--- src/design/udt_defines.vh ---
/*
  Constants of the 16-bit up/down reload timer: register offsets, mode fields, reset values, prescale counts.
  Assumes it is included by bare name from the design and bench files.
*/
// Summary of operation
// - Timer mode decrements per source tick
// - Source select: div1, div8, div32, sub32
// - High gate: count only while pin high
// - Gate low freezes counter value
// - Timer underflow reloads and requests interrupt
// - Clearing run flag holds the count
// - Pulse output toggles on underflow
// - Run flag clear forces output low
// - Event source: falling, rising, overflow inputs
// - Falling-edge selection counts each falling edge
// - Direction from flag or output pin
// - Direction change applies at next edge
// - Reload type reloads on under/overflow
// - Free-run wraps yet requests interrupt
// - Quadrature only on timers two-four
// - x1: out high, in rise up
// - x4 table of up and down
// - Prescalers main div 1/8/32, sub div32
// - Write while running updates reload only
// - Counter read returns live 16-bit count
`ifndef UDT_DEFINES_VH
`define UDT_DEFINES_VH

// ==========================================================
// Register offsets
`define UDT_ADDR_W        4
`define UDT_REG_COUNT     4'h0
`define UDT_REG_MODE      4'h1
`define UDT_REG_CTRL      4'h2
`define UDT_REG_STATUS    4'h3

// ==========================================================
// Mode register fields
`define UDT_MODE_OP_LO    0
`define UDT_MODE_OP_HI    1
`define UDT_MODE_SRC_LO   2
`define UDT_MODE_SRC_HI   3
`define UDT_MODE_GATE     4
`define UDT_MODE_PULSE    5
`define UDT_MODE_FREE     6
`define UDT_MODE_DIRPIN   7
`define UDT_MODE_X4       8
`define UDT_MODE_W        9
`define UDT_MODE_RST      9'h000

// Operating modes
`define UDT_OP_TIMER      2'h0
`define UDT_OP_EVENT      2'h1
`define UDT_OP_QUAD       2'h2

// Source selections (clock in timer mode, event in event mode)
`define UDT_SRC_DIV1      2'h0
`define UDT_SRC_DIV8      2'h1
`define UDT_SRC_DIV32     2'h2
`define UDT_SRC_SUB32     2'h3
`define UDT_EV_FALL       2'h0
`define UDT_EV_RISE       2'h1
`define UDT_EV_BTIMER     2'h2
`define UDT_EV_PREV       2'h3

// Control register fields
`define UDT_CTRL_RUN      0
`define UDT_CTRL_UP       1
`define UDT_CTRL_RST      2'h0

// Status fields
`define UDT_STAT_IRQ      0
`define UDT_STAT_OUT      1
`define UDT_STAT_DIR      2

// ==========================================================
// Prescaler counts
`define UDT_DIV8          8
`define UDT_DIV32         32
`define UDT_CNT_RST       16'hffff

`endif

--- src/design/udt_sync.v ---
/*
  Two-flop synchroniser with registered edge detect.
  Assumes the input may change at any time relative to the clock.
*/
`timescale 1ns/10ps
`default_nettype none
module udt_sync (
  // Clock and reset
  input  wire sys_clk_i,
  input  wire rst_b_i,
  // Pin
  input  wire pin_i,
  // Outputs
  output wire level_o,
  output wire rise_o,
  output wire fall_o
);
  reg meta_q;
  reg sync_q;
  reg prev_q;

  // First flop feeds only the second
  always @(posedge sys_clk_i or negedge rst_b_i) begin
    if (!rst_b_i) begin
      meta_q <= 1'b0;
      sync_q <= 1'b0;
      prev_q <= 1'b0;
    end else begin
      meta_q <= pin_i;
      sync_q <= meta_q;
      prev_q <= sync_q;
    end
  end

  assign level_o = sync_q;
  assign rise_o  = sync_q & ~prev_q;
  assign fall_o  = ~sync_q & prev_q;
endmodule
`default_nettype wire

--- src/design/udt_prescaler.v ---
/*
  Prescaler: one-cycle enables at main/1, main/8, main/32 and sub/32.
  Assumes the sub clock arrives as a one-cycle tick enable on sys_clk_i.
*/
`include "udt_defines.vh"
`timescale 1ns/10ps
`default_nettype none
module udt_prescaler (
  // Clock and reset
  input  wire sys_clk_i,
  input  wire rst_b_i,
  // Sub clock tick
  input  wire sub_tick_i,
  // Enables
  output wire main_clock_div1_o,
  output wire main_clock_div8_o,
  output wire main_clock_div32_o,
  output wire sub_clock_div32_o
);
  reg [4:0] main_cnt_q;
  reg [4:0] sub_cnt_q;

  always @(posedge sys_clk_i or negedge rst_b_i) begin
    if (!rst_b_i) begin
      main_cnt_q <= 5'h00;
      sub_cnt_q  <= 5'h00;
    end else begin
      main_cnt_q <= main_cnt_q + 5'h01;
      if (sub_tick_i) begin
        sub_cnt_q <= sub_cnt_q + 5'h01;
      end
    end
  end

  assign main_clock_div1_o  = 1'b1;
  assign main_clock_div8_o  = (main_cnt_q[2:0] == 3'h7);
  assign main_clock_div32_o = (main_cnt_q == 5'h1f);
  assign sub_clock_div32_o  = sub_tick_i & (sub_cnt_q == 5'h1f);
endmodule
`default_nettype wire

--- src/design/udt_timer.v ---
/*
  16-bit up/down reload timer: timer mode with gate and pulse output, event counting
  (reload or free-run), two-phase decoding at x1 or x4.
  Assumes pins are synchronous-capable inputs, a sub clock tick enable and
  neighbour overflow pulses on sys_clk_i. One-shot and PWM modes are not built.
*/
// Local design decisions: the plain strobed port and the address map.
`include "udt_defines.vh"
`timescale 1ns/10ps
`default_nettype none
module udt_timer #(
  parameter        QUAD_X1 = 1, // two-phase x1 allowed
  parameter        QUAD_X4 = 1  // two-phase x4 allowed
) (
  // Clock and reset
  input  wire        sys_clk_i,
  input  wire        rst_b_i,
  // Register port
  input  wire [3:0]  addr_i,
  input  wire [15:0] wdata_i,
  input  wire        wr_i,
  input  wire        rd_i,
  output reg  [15:0] rdata_o,
  // Count sources
  input  wire        sub_tick_i,
  input  wire        b_group_timer_two_ovf_i,
  input  wire        preceding_a_timer_ovf_i,
  // Pins
  input  wire        timer_input_pin_i,
  input  wire        timer_output_pin_i,
  output wire        timer_output_pin_o,
  output wire        timer_output_pin_oe_b_o,
  // Events
  output reg         irq_req_o,
  output reg         overflow_o
);

  // ==========================================================
  // Registers
  reg [15:0]             counter_q;
  reg [15:0]             reload_q;
  reg [`UDT_MODE_W-1:0]  mode_q;
  reg                    run_q;
  reg                    up_flag_q;
  reg                    pout_q;
  reg                    dir_up_q;

  wire [1:0] op_mode  = mode_q[`UDT_MODE_OP_HI:`UDT_MODE_OP_LO];
  wire [1:0] src_sel  = mode_q[`UDT_MODE_SRC_HI:`UDT_MODE_SRC_LO];
  wire       gate_en  = mode_q[`UDT_MODE_GATE];
  wire       pulse_en = mode_q[`UDT_MODE_PULSE];
  wire       free_run = mode_q[`UDT_MODE_FREE];
  wire       dir_pin  = mode_q[`UDT_MODE_DIRPIN];
  wire       x4_sel   = mode_q[`UDT_MODE_X4];

  // ==========================================================
  // Prescaler and pin synchronisers
  wire div1_en;
  wire div8_en;
  wire div32_en;
  wire sub32_en;

  udt_prescaler u_pre (
    .sys_clk_i          (sys_clk_i),
    .rst_b_i            (rst_b_i),
    .sub_tick_i         (sub_tick_i),
    .main_clock_div1_o  (div1_en),
    .main_clock_div8_o  (div8_en),
    .main_clock_div32_o (div32_en),
    .sub_clock_div32_o  (sub32_en)
  );

  wire in_lvl;
  wire in_rise;
  wire in_fall;
  wire ph_lvl;
  wire ph_rise;
  wire ph_fall;

  udt_sync u_sync_in (
    .sys_clk_i (sys_clk_i),
    .rst_b_i   (rst_b_i),
    .pin_i     (timer_input_pin_i),
    .level_o   (in_lvl),
    .rise_o    (in_rise),
    .fall_o    (in_fall)
  );

  udt_sync u_sync_ph (
    .sys_clk_i (sys_clk_i),
    .rst_b_i   (rst_b_i),
    .pin_i     (timer_output_pin_i),
    .level_o   (ph_lvl),
    .rise_o    (ph_rise),
    .fall_o    (ph_fall)
  );

  // ==========================================================
  // Count enable and direction
  reg tick;
  always @* begin
    case (src_sel)
      `UDT_SRC_DIV1:  tick = div1_en;
      `UDT_SRC_DIV8:  tick = div8_en;
      `UDT_SRC_DIV32: tick = div32_en;
      default:        tick = sub32_en;
    endcase
  end

  reg ev_edge;
  always @* begin
    case (src_sel)
      `UDT_EV_FALL:   ev_edge = in_fall;
      `UDT_EV_RISE:   ev_edge = in_rise;
      `UDT_EV_BTIMER: ev_edge = b_group_timer_two_ovf_i;
      default:        ev_edge = preceding_a_timer_ovf_i;
    endcase
  end

  // Direction source; in pin mode the output pin is read as an input
  wire dir_now = dir_pin ? ph_lvl : up_flag_q;

  // Quadrature decode
  // Both phases share one sync latency, so x4 sees one change per step
  wire quad_ok = x4_sel ? (QUAD_X4 != 0) : (QUAD_X1 != 0);
  wire x1_up   = ph_lvl & in_rise;
  wire x1_dn   = ph_lvl & in_fall;
  wire x4_up   = (ph_lvl & in_rise) | (~ph_lvl & in_fall) |
                 (ph_rise & ~in_lvl) | (ph_fall & in_lvl);
  wire x4_dn   = (ph_lvl & in_fall) | (~ph_lvl & in_rise) |
                 (ph_rise & in_lvl) | (ph_fall & ~in_lvl);
  wire q_up    = quad_ok & (x4_sel ? x4_up : x1_up);
  wire q_dn    = quad_ok & (x4_sel ? x4_dn : x1_dn);

  reg step;
  reg step_up;
  always @* begin
    step    = 1'b0;
    step_up = 1'b0;
    case (op_mode)
      `UDT_OP_TIMER: begin
        step = run_q & tick & (~gate_en | in_lvl);
      end
      `UDT_OP_EVENT: begin
        step    = run_q & ev_edge;
        step_up = dir_now;
      end
      `UDT_OP_QUAD: begin
        step    = run_q & (q_up ^ q_dn);
        step_up = q_up;
      end
      default: begin
        step = 1'b0;
      end
    endcase
  end

  // ==========================================================
  // Wrap detection
  localparam [15:0] CNT_MIN = 16'h0000;
  localparam [15:0] CNT_MAX = 16'hffff;

  wire under   = step & ~step_up & (counter_q == CNT_MIN);
  wire over    = step & step_up & (counter_q == CNT_MAX);
  wire wrap    = under | over;
  wire reload_on_wrap = (op_mode == `UDT_OP_TIMER) | ((op_mode == `UDT_OP_EVENT) & ~free_run);

  // ==========================================================
  // Write decode
  wire wr_count = wr_i & (addr_i == `UDT_REG_COUNT);
  wire wr_mode  = wr_i & (addr_i == `UDT_REG_MODE);
  wire wr_ctrl  = wr_i & (addr_i == `UDT_REG_CTRL);
  wire wr_stat  = wr_i & (addr_i == `UDT_REG_STATUS);

  // ==========================================================
  // Next counter value
  reg [15:0] counter_d;
  always @* begin
    counter_d = counter_q;
    if (wr_count & ~run_q) begin
      counter_d = wdata_i;
    end else if (step) begin
      if (wrap & reload_on_wrap) begin
        counter_d = reload_q;
      end else if (step_up) begin
        counter_d = counter_q + 16'h0001;
      end else begin
        counter_d = counter_q - 16'h0001;
      end
    end
  end

  // Pulse output toggles on wrap, low while stopped
  reg pout_d;
  always @* begin
    pout_d = pout_q;
    if (~run_q | ~pulse_en) begin
      pout_d = 1'b0;
    end else if (wrap) begin
      pout_d = ~pout_q;
    end
  end

  // Set wins over a software clear in the same cycle
  reg irq_d;
  always @* begin
    irq_d = irq_req_o;
    if (wrap) begin
      irq_d = 1'b1;
    end else if (wr_stat & ~wdata_i[`UDT_STAT_IRQ]) begin
      irq_d = 1'b0;
    end
  end

  // Status direction follows the last counted event-mode edge, or live while stopped
  reg dir_up_d;
  always @* begin
    dir_up_d = dir_up_q;
    if (~run_q | (step & (op_mode == `UDT_OP_EVENT))) begin
      dir_up_d = dir_now;
    end
  end

  // ==========================================================
  // Mode register
  always @(posedge sys_clk_i or negedge rst_b_i) begin
    if (!rst_b_i) begin
      mode_q <= `UDT_MODE_RST;
    end else if (wr_mode) begin
      mode_q <= wdata_i[`UDT_MODE_W-1:0];
    end
  end

  // Control register; run low after reset keeps the counter still
  always @(posedge sys_clk_i or negedge rst_b_i) begin
    if (!rst_b_i) begin
      {up_flag_q, run_q} <= `UDT_CTRL_RST;
    end else if (wr_ctrl) begin
      run_q     <= wdata_i[`UDT_CTRL_RUN];
      up_flag_q <= wdata_i[`UDT_CTRL_UP];
    end
  end

  // Reload always takes a count write
  always @(posedge sys_clk_i or negedge rst_b_i) begin
    if (!rst_b_i) begin
      reload_q <= `UDT_CNT_RST;
    end else if (wr_count) begin
      reload_q <= wdata_i;
    end
  end

  // Count held whenever step is low and no count write lands while stopped
  always @(posedge sys_clk_i or negedge rst_b_i) begin
    if (!rst_b_i) begin
      counter_q <= `UDT_CNT_RST;
    end else begin
      counter_q <= counter_d;
    end
  end

  // Status flags
  always @(posedge sys_clk_i or negedge rst_b_i) begin
    if (!rst_b_i) begin
      dir_up_q  <= 1'b0;
      pout_q    <= 1'b0;
      irq_req_o <= 1'b0;
    end else begin
      dir_up_q  <= dir_up_d;
      pout_q    <= pout_d;
      irq_req_o <= irq_d;
    end
  end

  // One-cycle wrap pulse, usable as a neighbour's event source
  always @(posedge sys_clk_i or negedge rst_b_i) begin
    if (!rst_b_i) begin
      overflow_o <= 1'b0;
    end else begin
      overflow_o <= wrap;
    end
  end

  // Pin drives only with pulse output in timer mode; elsewhere it is an input
  assign timer_output_pin_o      = pout_q;
  assign timer_output_pin_oe_b_o = ~(pulse_en & (op_mode == `UDT_OP_TIMER));

  // ==========================================================
  // Read port
  reg [15:0] rdata_d;
  always @* begin
    case (addr_i)
      `UDT_REG_COUNT:  rdata_d = counter_q;
      `UDT_REG_MODE:   rdata_d = {{(16-`UDT_MODE_W){1'b0}}, mode_q};
      `UDT_REG_CTRL:   rdata_d = {14'h0, up_flag_q, run_q};
      `UDT_REG_STATUS: rdata_d = {13'h0, dir_up_q, pout_q, irq_req_o};
      default:         rdata_d = 16'h0000;
    endcase
  end

  // Data only in the cycle after the strobe, zero otherwise
  always @(posedge sys_clk_i or negedge rst_b_i) begin
    if (!rst_b_i) begin
      rdata_o <= 16'h0000;
    end else if (rd_i) begin
      rdata_o <= rdata_d;
    end else begin
      rdata_o <= 16'h0000;
    end
  end
endmodule
`default_nettype wire

--- config.mk ---
export PLATFORM = sky130hd
export DESIGN_NAME = udt_timer
export DESIGN_NICKNAME = d
export VERILOG_FILES = /design/src/design/udt_sync.v /design/src/design/udt_prescaler.v /design/src/design/udt_timer.v
export VERILOG_INCLUDE_DIRS = /design/src /design/src/design
export SDC_FILE = /design/constraint.sdc
export NUM_CORES = 1
export LEC_CHECK = 0
export ABC_AREA = 1
export BUFFER_PORTS_ARGS = -buffer_cell sky130_fd_sc_hd__buf_2
export CAP_MARGIN = 20
export CELL_PAD_IN_SITES_DETAIL_PLACEMENT = 1
export CELL_PAD_IN_SITES_GLOBAL_PLACEMENT = 2
export CORE_UTILIZATION = 35
export DETAILED_ROUTE_END_ITERATION = 16
export PLACE_DENSITY = 0.9
export SLEW_MARGIN = 10
export SYNTH_ARGS = -nofsm -noshare
export SYNTH_HDL_FRONTEND = slang
export SYNTH_SLANG_ARGS = --single-unit
--- constraint.sdc ---
create_clock -name sys_clk_i -period 4 [get_ports sys_clk_i]
set_clock_uncertainty 0.2 [all_clocks]
set_input_delay 1.2 -clock sys_clk_i [delete_from_list [all_inputs] [get_ports sys_clk_i]]
set_output_delay 1.2 -clock sys_clk_i [all_outputs]
set_load 0.03 [all_outputs]
# After elaboration in Yosys (flattened, before gate mapping)
# Index checks and enable logic that the tools add are counted.
[op_classes] add_sub_neg=4 muxes=17 n_bitwise=55 n_eq_ne=11 n_reduce_logical=7
[ops] cell="$mux W16" count=5
[ops] cell="$pmux W16 S4" count=1
[ops] cell="$and A1 B1 Y1" count=31
[ops] cell="$add A16 B1 Y16 const B" count=1
[ops] cell="$eq A16 B16 Y1 const B" count=1
[ops] cell="$logic_not A16 Y1" count=1
[ops] cell="$sub A16 B1 Y16 const B" count=1
[ops] cell="$not A1 Y1" count=12
[ops] cell="$or A1 B1 Y1" count=11
[ops] cell="$add A5 B1 Y5 const B" count=2
[ops] cell="$eq A5 B5 Y1 const B" count=2
[ops] cell="$pmux W1 S3" count=3
[ops] cell="$eq A4 B2 Y1 const B" count=2
[ops] cell="$mux W1" count=7
[ops] cell="$reduce_bool A2 Y1" count=3
[ops] cell="$eq A2 B1 Y1 const B" count=2
[ops] cell="$eq A2 B2 Y1 const B" count=2
[ops] cell="$eq A4 B1 Y1 const B" count=1
[ops] cell="$logic_not A2 Y1" count=2
[ops] cell="$logic_not A4 Y1" count=1
[ops] cell="$eq A3 B3 Y1 const B" count=1
[ops] cell="$pmux W1 S2" count=1
[ops] cell="$xor A1 B1 Y1" count=1
[word_totals] output_inout_bits=20 ff_bits=79 inputBits=29

# Logic depth before layout (Yosys ltp)
# Gate-level depths: netlist of run 1.
[depth] word_depth=17 mapped_depth=22 depth_no_buf=22

# Cells and area by module
# A second synthesis of run 1 with hierarchy kept.
[hier_totals] hier_cells=557 hier_area_um2=4563.1
[modules_own_cells] module="udt_timer" cells_each=498 instances=1 area_per_inst_um2=3916.3
[modules_own_cells] module="udt_prescaler" cells_each=45 instances=1 area_per_inst_um2=466.7
[modules_own_cells] module="udt_sync" cells_each=7 instances=2 area_per_inst_um2=90.1

# Worst setup path after synthesis of run 1
# OpenSTA, ideal clock, no wires.
[synth_path] path_kind="register -> register" from="register u_sync_in.sync_q, in the netlist u_sync_in.level_o" to="register counter_q[8]" stages_incl_launch_ff=22 setup_time_ns=0.075 required_time_ns=3.725 arrival_ns=2.594 period_less_slack_ns=2.869 path_slack_ns=1.131 cell_sequence="dfrtp_1 > inv_2 > nand2_2 > nand2_1 > nand2_1 > nand2_1 > nand2_1 > nand2_1 > nand2_1 > nand2_1 > nand2_2 > inv_1 > fa_1 > o21ai_0 > nand2_1 > nand2_1 > inv_1 > o21ai_0 > xnor2_1 > nand2_1 > nand2_1 > nand2_1"
[synth_via] elab_chain_cells=17 elab_cells_between_ends=39 cone_classes="mux: 9; bitwise: 29; reduce/logical: 1"
[synth_lines] element="start, declared" line_no="udt_sync.v:19" text="reg sync_q;"
[synth_lines] element="start signal, assigned" line_no="udt_sync.v:30" text="sync_q <= meta_q;"
[synth_lines] element="$not A1 Y1" line_no="udt_sync.v:37, udt_timer.v:129, udt_timer.v:131"
[synth_lines] element="$and A1 B1 Y1" line_no="udt_sync.v:37" text="assign fall_o = ~sync_q & prev_q;"
[synth_lines] element="$and A1 B1 Y1 (on tied branches)" line_no="udt_timer.v:128, udt_timer.v:127, udt_timer.v:130"
[synth_lines] element="$or A1 B1 Y1 (on tied branches) (2 in series)" line_no="udt_timer.v:128, udt_timer.v:130"
[synth_lines] element="$or A1 B1 Y1 (on tied branches)" line_no="udt_timer.v:129, udt_timer.v:131"
[synth_lines] element="$mux W1 (on tied branches)" line_no="udt_timer.v:132, udt_timer.v:133"
[synth_lines] element="$xor A1 B1 Y1" line_no="udt_timer.v:149" text="step = run_q & (q_up ^ q_dn);"
[synth_lines] element="$and A1 B1 Y1" line_no="udt_timer.v:149"
[synth_lines] element="$pmux W1 S3" line_no="udt_timer.v:140" text="case (op_mode)"
[synth_lines] element="$and A1 B1 Y1 (on tied branches) (2 in series)" line_no="udt_timer.v:163, udt_timer.v:164"
[synth_lines] element="$or A1 B1 Y1" line_no="udt_timer.v:165" text="wire wrap = under | over;"
[synth_lines] element="$and A1 B1 Y1" line_no="udt_timer.v:183" text="if (wrap & reload_on_wrap) begin"
[synth_lines] element="$mux W16" line_no="udt_timer.v:183"
[synth_lines] element="$mux W16" line_no="udt_timer.v:182" text="end else if (step) begin"
[synth_lines] element="$mux W16" line_no="udt_timer.v:180" text="if (wr_count & ~run_q) begin"
[synth_lines] element="end signal, assigned" line_no="udt_timer.v:256" text="counter_q <= `UDT_CNT_RST;"
[synth_lines] element="end signal, assigned" line_no="udt_timer.v:258" text="counter_q <= counter_d;"
[synth_lines] element="end, declared" line_no="udt_timer.v:40" text="reg [15:0] counter_q;"
# Several ways; a longest one is shown, not always the timed one. The select of a mux whose other input is x is not followed.
# A chain may end at the register's enable or synchronous reset.

# Worst setup path in the final report of run 1
# Same ends and word-level chain as after synthesis.

==> flow_summary.ini, run 1 <==
[synthesis]
syn_area_sq_um = 4574
ys_top_cells_by_area = dfrtp_1, dfstp_2, nand2_1
synthesis.nets = 631
netlist_instances = 576
synth_seq_cells = 79
ys.flop_type = dfrtp_1
synth_top_area_share_pct = 25.71
ys_types = 38
yosys.area.top_type = dfrtp_1
ys_warn_count = 0
synth_edf_count = 0
async_flop_share_pct = 100.0
syn_area_per_cell_sq_um = 7.942
ys_seq_area_share_pct = 44.09

[worst_setup_path]
crit_fanout = 19
path_cells = inv_2, nand2_2, nand2_1, nand2_1, nand2_1, nand2_1, nand2_1, nand2_1, nand2_1, nand2_2, inv_1, fa_1, o21ai_0, nand2_1, nand2_1, inv_1, o21ai_0, xnor2_1, nand2_1, nand2_1, nand2_1
r2r_start = u_sync_in.level_o
critical_path_required_ns = 4.07
cp.arrival_ns = 3.65
end_kind = flop
cp-start-kind = flop
crit_slowest_cell = o21ai_0
cpPeakStageDelay_ns = 0.46
cp_common_cell = nand2_1
r2r_cells = 21
r2r_slack_ns = 0.43
worstSetupPathType = flop to flop
rr_endpoint = counter_q[8]

[worst_hold_path]
worstHoldPathType = flop to flop
hp-start = u_sync_ph.meta_q
min_to = u_sync_ph.level_o
hold_path_depth = 0

[sta]
finalSetupTns_ns = 0
worst_pin_slew_ns = 0.6373
slew_viol_final = 0
max_freq_mhz = 279.8
min_period_ns = 3.574
hold_viol = 0
fin_ws_ns = 0.4265
rsz0062_at_grt = false
setup_viol = 0
post-route-period-util_pct = 89.34
relSlewSlack_pct = 57.28

[finish]
final_common_cell = nand2_1
antenna_cells = 0
syn2layout_area_growth_pct = 16.63
design_area_sq_um = 5335
final_cell_mix = nand2_1, inv_1, dfrtp_1, buf_2, o21ai_0
nets = 681
layout-drive-gt1-share_pct = 18.23

[power_and_ir_drop]
pwr-share-seq_pct = 34.1
swShare_pct = 40.06
p_switching_uw = 1492
p_comb_share_pct = 41.6
clock_power_share_pct = 24.3
ir_drop_v = 0.0005298
powerDensity_nw_per_um2 = 698.2
p_leak_uw = 0.002667
p_int_uw = 2233

[clock_network]
clk_pin_slew_worst_paths_ns = 0.06
clock-sinks = 79
cts-hold-fix-buffers = 0
clk_latency_ns = 0.35
h-tree-depth = 3
postCtsSetupRepairBufs = 0
root_buffer = clkbuf_16
clockBufferDepth = 2
tritoncts = built
cts_resized = 0
cts-buffers-inserted = 9

[floorplanning]
die_y_microns = 116.3
start_util_pct = 36.10
dieArea_sq_um = 13530
die_w_microns = 116.3
placementRows = 41
core_region_area_sq_um = 12670
io_pins = 49

[grt]
gr-total-overflow = 0
antenna_found_initial = 0
grt_max_degree = 80
first_global_vias = 4278
grt_pass1_wl_microns = 22070
grt_use_total_pct = 21.83

[place]
hpwl_microns = 9948
placed_area_sq_um = 4982
io_buffers = 48
globalplace.congestion = 0.8874
post-place-ws_ns = 0.5117

[detailed_routing]
routedWlPerCell_microns = 16.67
via_count = 3999
first_pass_iters = 4
drt-total-wl_microns = 13380
drc = 0
via_per_inst = 4.980
drt_iter0_drc = 173
drtAntennaViolNets = 0

[job]
maxCapViolCount = 0

[outcome]
status = finished, final reports clean
per-stage QoR:
stage | total power (uW) | hold WS [ns] | utilization (%) | instances
after floorplan | 2362 | 0.1312 | - | 576
after global placement | 2776 | 0.1663 | 39.32 | 786
after CTS | 3751 | 0.1665 | 41.89 | 802
final | 3725 | 0.1641 | 42.11 | 803
after detailed placement | 2815 | 0.1420 | 39.32 | 786
after global routing | 4013 | 0.1869 | 42.11 | 803
kinds of logic (layout without fill, tap and decap cells):
family / after synthesis / after routing / share of synthesized area, %
simple gates: 247 / 247 / 23.50
buf+inv: 104 / 159 / 9.053
compound gates: 101 / 101 / 12.34
flops: 79 / 79 / 44.09
fa+ha+maj: 26 / 26 / 7.276
xor+xnor: 17 / 17 / 3.255
mux: 2 / 2 / 0.4923
cell type report:
| cell class | instances | area (sq um) |
|---|---|---|
| inverter | 91 | 341.6 |
| fill | 1604 | 7336 |
| timing repair buffer | 52 | 292.8 |
| clock inverter | 3 | 65.06 |
| clock buffer | 13 | 260.3 |
| tap | 172 | 215.2 |
| multi-input combinational | 393 | 2143 |
| sequential | 79 | 2017 |
state kept, by name, indices dropped and copies added (netlist names), 5 cells and up:
register,cells
mode_q,9
rdata_o,16
u_pre.main_cnt_q,5
counter_q,16
reload_q,16
u_pre.sub_cnt_q,5
Yosys cell counts (2+ instances only):
cell,n
nand2_1,160
inv_1,87
dfrtp_1,47
o21ai_0,44
dfstp_2,32
nand3_1,30
ha_1,25
nor2_1,25
a21oi_1,22
a31oi_1,14
clkbuf_1,9
xnor2_1,9
nor3_1,8
xor2_1,8
nand4_1,7
o21a_1,6
o21ai_1,5
inv_2,4
nand2_2,4
a21o_1,3
buf_6,3
nor4_1,3
a221oi_1,2
mux2_2,2
nand2_4,2
nand3b_1,2
o22ai_1,2
power by group through the flow:
| stage | logic, uW | clock network (uW) | registers, uW |
|---|---|---|---|
| 2_1_floorplan | 1160 | 0 | 1200 |
| 3_3_place_gp | 1500 | 0 | 1280 |
| 3_5_place_dp | 1530 | 0 | 1280 |
| 4_1_cts | 1550 | 929 | 1270 |
| 5_1_grt | 1760 | 957 | 1290 |
| 6_report | 1550 | 907 | 1270 |
routing by layer:
metal | up-vias | wire length [microns] | global-route usage [%]
li1 | 1959 | - | -
met1 | 1941 | 6236 | 29.04
met2 | 87 | 6292 | 35.70
met3 | 12 | 698 | 5.086
met4 | 0 | 156 | 5.556
met5 | - | 0 | 0
worst max path at each step:
stage	slack (ns)	cells after the start	start	to
6_report	0.43	21	u_sync_in.level_o	counter_q[8]
5_1_grt	0.02	21	u_sync_in.level_o	counter_q[8]
4_1_cts	0.47	21	u_sync_in.level_o	counter_q[8]
3_5_place_dp	0.51	21	u_sync_in.level_o	counter_q[8]
3_3_place_gp	0.64	21	u_sync_in.level_o	counter_q[8]
2_1_floorplan	1.13	21	u_sync_in.level_o	counter_q[8]
critical path, delay by kind of cell, from the launching register on:
| family | cells | cell delay, ns |
|---|---|---|
| and+or+nand+nor | 14 | 1.31 |
| AOI/OAI and AO/OA | 2 | 0.66 |
| adders and majority gates | 1 | 0.44 |
| DFF | 1 | 0.42 |
| buffers and inverters | 3 | 0.30 |
| xor gates and xnor gates | 1 | 0.14 |
(Power assumes the default switching activity.)
==> run 2: changes to the inputs <==
--- a/config.mk
+++ b/config.mk
@@ -10,10 +10,11 @@
 export BUFFER_PORTS_ARGS = -buffer_cell sky130_fd_sc_hd__buf_2
 export CAP_MARGIN = 20
 export CELL_PAD_IN_SITES_DETAIL_PLACEMENT = 1
-export CELL_PAD_IN_SITES_GLOBAL_PLACEMENT = 2
-export CORE_UTILIZATION = 35
+export CELL_PAD_IN_SITES_GLOBAL_PLACEMENT = 1
+export CORE_UTILIZATION = 44
 export DETAILED_ROUTE_END_ITERATION = 16
-export PLACE_DENSITY = 0.9
+export PLACE_DENSITY_LB_ADDON = 0.1
+export SKIP_CTS_REPAIR_TIMING = 1
 export SLEW_MARGIN = 10
 export SYNTH_ARGS = -nofsm -noshare
 export SYNTH_HDL_FRONTEND = slang
==> run 2 against run 1 <==
- sequential share of layout area up 1.4 points
- sequential power about the same
- die area down 20%
- combinational power about the same
- first-iteration DRC count up 16%
- core utilization up 9.8 points
==> flow_summary.ini, run 2 (same netlist as run 1, synthesis figures left out) <==
[grt]
first_global_vias = 4213
gr-total-overflow = 0
grt_pass1_wl_microns = 21380
grt_max_degree = 80
grt_use_total_pct = 25.45
antenna_found_initial = 0

[floorplanning]
io_pins = 49
die_y_microns = 104.0
dieArea_sq_um = 10810
placementRows = 36
start_util_pct = 46.16
core_region_area_sq_um = 9910
die_w_microns = 104.0

[worst_setup_path]
worstSetupPathType = flop to flop
end_kind = flop
cp.arrival_ns = 3.47
cp-start-kind = flop
critical_path_required_ns = 4.09
crit_fanout = 19

[sta]
setup_viol = 0
max_freq_mhz = 296.0
finalSetupTns_ns = 0
rsz0062_at_grt = false
hold_viol = 0
relSlewSlack_pct = 68.14
post-route-period-util_pct = 84.47
worst_pin_slew_ns = 0.4768
slew_viol_final = 0
whs_ns = 0.1614
min_period_ns = 3.379

[power_and_ir_drop]
ir_drop_v = 0.0002357
report.power.total_uw = 3425
powerDensity_nw_per_um2 = 666.0
p_leak_uw = 0.002601

[finish]
fin_cells = 765
final_core_util_pct = 51.91
layout-drive-gt1-share_pct = 18.04
syn2layout_area_growth_pct = 12.45
final_cell_mix = nand2_1, inv_1, dfrtp_1, buf_2, o21ai_0
reg_top3 = counter_q x16, rdata_o x16, reload_q x16
final_common_cell = nand2_1
nets = 682
antenna_cells = 0

[clock_network]
h-tree-depth = 3
tritoncts = built
clockBufferDepth = 2
clock-sinks = 79
clk_pin_slew_worst_paths_ns = 0.08
root_buffer = clkbuf_8
cts-buffers-inserted = 9
clk_latency_ns = 0.36

[job]
maxCapViolCount = 0

[worst_hold_path]
worstHoldPathType = flop to flop

[detailed_routing]
via_count = 4076
drc = 0
routedWlPerCell_microns = 16.78
via_per_inst = 5.328
drt_iter0_drc = 201
drtAntennaViolNets = 0
drt-total-wl_microns = 12840
first_pass_iters = 5

[place]
io_buffers = 48
hpwl_microns = 9749
dp_cells = 748
globalplace.congestion = 0.8442

[outcome]
status = finished, final reports clean
run 2: changes by cell type in the layout (fill, tap and decap cells not counted):
cell / delta
buf_12: +1
buf_16: -1
buf_4: +1
bufinv_16: -1
clkbuf_1: +2
clkbuf_16: -9
clkbuf_8: +7
clkinv_4: +1
run 2: stage by stage:
stage | cell area (sq um) | worst slack (ns)
final | 5144 | 0.6211
after detailed placement | 4941 | 0.6391
after global routing | 5144 | 0.2289
after global placement | 4941 | 0.8039
after floorplan | 4574 | 1.131
after CTS | 5124 | 0.6111
run 2: area by class of cell:
class                   count  area (sq um)
multi-input cells         393          2143
well taps                 133         166.4
clock buffers              13         138.9
flip-flops and latches     79          2017
fillers                  1287          4766
inverters                  91         341.6
repair buffers             53         292.8
clock inverters             3         43.79
run 2: worst max-delay path, cell delays in order, from the launching register on:
cell	delay [ns]
dfrtp_1	0.42
inv_2	0.08
nand2_2	0.08
nand2_1	0.05
nand2_1	0.05
nand2_1	0.06
nand2_1	0.06
nand2_1	0.07
nand2_1	0.06
nand2_1	0.08
nand2_2	0.33
inv_1	0.13
fa_1	0.43
o21ai_0	0.36
nand2_1	0.11
nand2_1	0.13
nand3_1	0.11
nand2_1	0.13
xnor2_1	0.15
nand2_1	0.11
nand2_1	0.09
nand2_1	0.05
run 2: worst paths after layout:
path | depth (start not counted) | from | slack [ns] | to
worst min register to register | 0 | u_sync_in.meta_q | 0.16 | u_sync_in.level_o
worst max register to register | 21 | u_sync_in.level_o | 0.62 | counter_q[14]
worst min-delay path | 0 | u_sync_in.meta_q | 0.16 | u_sync_in.level_o
min in group asynchronous | 1 | rst_b_i | 0.59 | u_pre.main_cnt_q[0]
worst max-delay path | 21 | u_sync_in.level_o | 0.62 | counter_q[14]
max in group asynchronous | 2 | rst_b_i | 2.35 | counter_q[13]
run 2: metal layers:
layer	vias to the layer above	wire (microns)	global-route usage, %
met3	22	611	4.762
met4	0	246	7.959
met2	107	5631	38.95
li1	1959	-	-
met5	-	0	0
met1	1988	6350	36.38
run 2: where the power goes:
group / internal (uW) / total (uW) / switching [uW]
combinational: 586 / 1570 / 986
sequential: 1070 / 1270 / 200
clock: 290 / 587 / 297
total: 1940 / 3430 / 1480
==> run 3: changes to the inputs <==
==> constraint.sdc (replaced) <==
create_clock -name sys_clk_i -period 3.2 [get_ports sys_clk_i]
set_clock_uncertainty 0.2 [all_clocks]
set_input_delay 0.96 -clock sys_clk_i [delete_from_list [all_inputs] [get_ports sys_clk_i]]
set_output_delay 0.96 -clock sys_clk_i [all_outputs]
set_load 0.03 [all_outputs]
==> run 3 against run 2 <==
- register-to-register slack lost 0.54 ns
- hold slack improved by 0.0091 ns
- flip-flop and latch count is the same
- core utilization grew 2.9 points
- critical path type unchanged
- critical endpoint is now counter_q[10]
- largest power group unchanged
==> flow_summary.ini, run 3 (same netlist as run 1, synthesis figures left out) <==
[worst_hold_path]
min_to = u_sync_ph.level_o
worstHoldPathType = flop to flop
hold_path_depth = 0
hp-start = u_sync_ph.meta_q

[worst_setup_path]
rr_endpoint = counter_q[10]
r2r_start = u_sync_in.level_o
cp.arrival_ns = 3.22
worstSetupPathType = flop to flop
r2r_cells = 23
end_kind = flop
crit_fanout = 7
critical_path_required_ns = 3.29
cp-start-kind = flop
r2r_slack_ns = 0.08

[finish]
n_fill_cell = 1259
nets = 696
register_area_sq_um = 2018
syn2layout_area_growth_pct = 18.74
final_cell_mix = nand2_1, inv_1, buf_2
multi_input_area_sq_um = 2312
final_common_cell = nand2_1
layout-drive-gt1-share_pct = 24.46
antenna_cells = 0
fin_cells = 779
reg_top3 = counter_q x16, rdata_o x16, reload_q x16

[clock_network]
h-tree-depth = 3
clk_latency_ns = 0.36
root_buffer = clkbuf_8
clockBufferDepth = 2
tritoncts = built
cts-buffers-inserted = 9
clock-sinks = 79
clk_pin_slew_worst_paths_ns = 0.08

[detailed_routing]
drtAntennaViolNets = 0
first_pass_iters = 4
via_count = 4101
routedWlPerCell_microns = 17.08
drc = 0
drt-total-wl_microns = 13300
via_per_inst = 5.264
drt_iter0_drc = 151

[place]
dp_cells = 754
globalplace.congestion = 0.8722
hpwl_microns = 10050
io_buffers = 48

[grt]
grt_use_total_pct = 25.24
grt_max_degree = 38
first_global_vias = 4152
antenna_found_initial = 0
gr-total-overflow = 0
grt_pass1_wl_microns = 21210

[sta]
finalSetupTns_ns = 0
post-route-period-util_pct = 97.56
min_period_ns = 3.122
slew_viol_final = 0
hold_viol = 0
setup_viol = 0
worst_pin_slew_ns = 0.5018
relSlewSlack_pct = 66.46
max_freq_mhz = 320.3
rsz0062_at_grt = true

[floorplanning]
start_util_pct = 46.16
die_y_microns = 104.0
core_region_area_sq_um = 9910
io_pins = 49
placementRows = 36
die_w_microns = 104.0
dieArea_sq_um = 10810

[power_and_ir_drop]
powerDensity_nw_per_um2 = 882.9
p_leak_uw = 0.002699
ir_drop_v = 0.0003517

[outcome]
status = finished, final reports clean

[job]
maxCapViolCount = 0
==> run 3: worst max-delay path: stages (launching register included) <==
cell and delay (ns):
dfrtp_2 0.43, inv_4 0.06, nand2_2 0.07, nand2_1 0.06
nand2_1 0.06, nand2_1 0.06, nand2_1 0.06, nand2_1 0.06
nand2_1 0.07, nand2_2 0.07, nand2_4 0.13, buf_6 0.17
inv_2 0.06, fa_2 0.37, o21ai_2 0.20, nand2_1 0.10
nand2_2 0.09, inv_1 0.07, nor2_1 0.10, o21ai_1 0.10
xor2_1 0.22, nand2_1 0.09, nand2_1 0.08, nand2_1 0.05
==> run 3: power by group <==
part | total (uW) | internal (uW) | switching, uW | leakage, uW
clock network | 727 | 358 | 369 | 0.0000976
registers | 1610 | 1330 | 277 | 0.000940
logic | 2460 | 998 | 1460 | 0.00166
total | 4800 | 2690 | 2110 | 0.00270
==> run 3: worst max path at each step <==
stage	startpoint	to	slack, ns	cells past startpoint
floorplan	u_sync_in.level_o	counter_q[8]	0.33	21
global placement	u_sync_in.level_o	counter_q[8]	0.03	21
detailed placement	u_sync_in.level_o	counter_q[8]	-0.11	21
CTS	u_sync_in.level_o	counter_q[8]	-0.14	21
global route	u_sync_in.level_o	counter_q[10]	-0.11	23
finish	u_sync_in.level_o	counter_q[10]	0.08	23
==> run 3: per-stage QoR <==
stage                     setup slack, ns  hold WS, ns  utilization (%)  instance area (sq um)  power [uW]
after floorplan                    0.3306       0.1312                -                   4574        2952
after global placement            0.03495       0.1337            50.44                   4999        3546
after detailed placement          -0.1112       0.1489            50.44                   4999        3614
after CTS                         -0.1449       0.1672            52.35                   5187        4372
after global routing              -0.1087       0.1812            54.81                   5431        5134
final                             0.07824       0.1706            54.81                   5431        4795
==> run 3: cell type report <==
cell class,count,share of cell area (%)
multi-input combinational,393,42.57
clock inverter,6,1.129
inverter,91,6.335
timing repair buffer,67,7.395
tap,133,3.064
sequential,79,37.16
clock buffer,10,2.350
==> run 3: routing by layer <==
metal,wire length (microns),vias to the layer above,GRT usage [%]
li1,-,1989,-
met1,6634,2010,36.52
met2,5950,81,39.19
met3,490,21,3.822
met4,227,0,7.245
met5,0,-,0
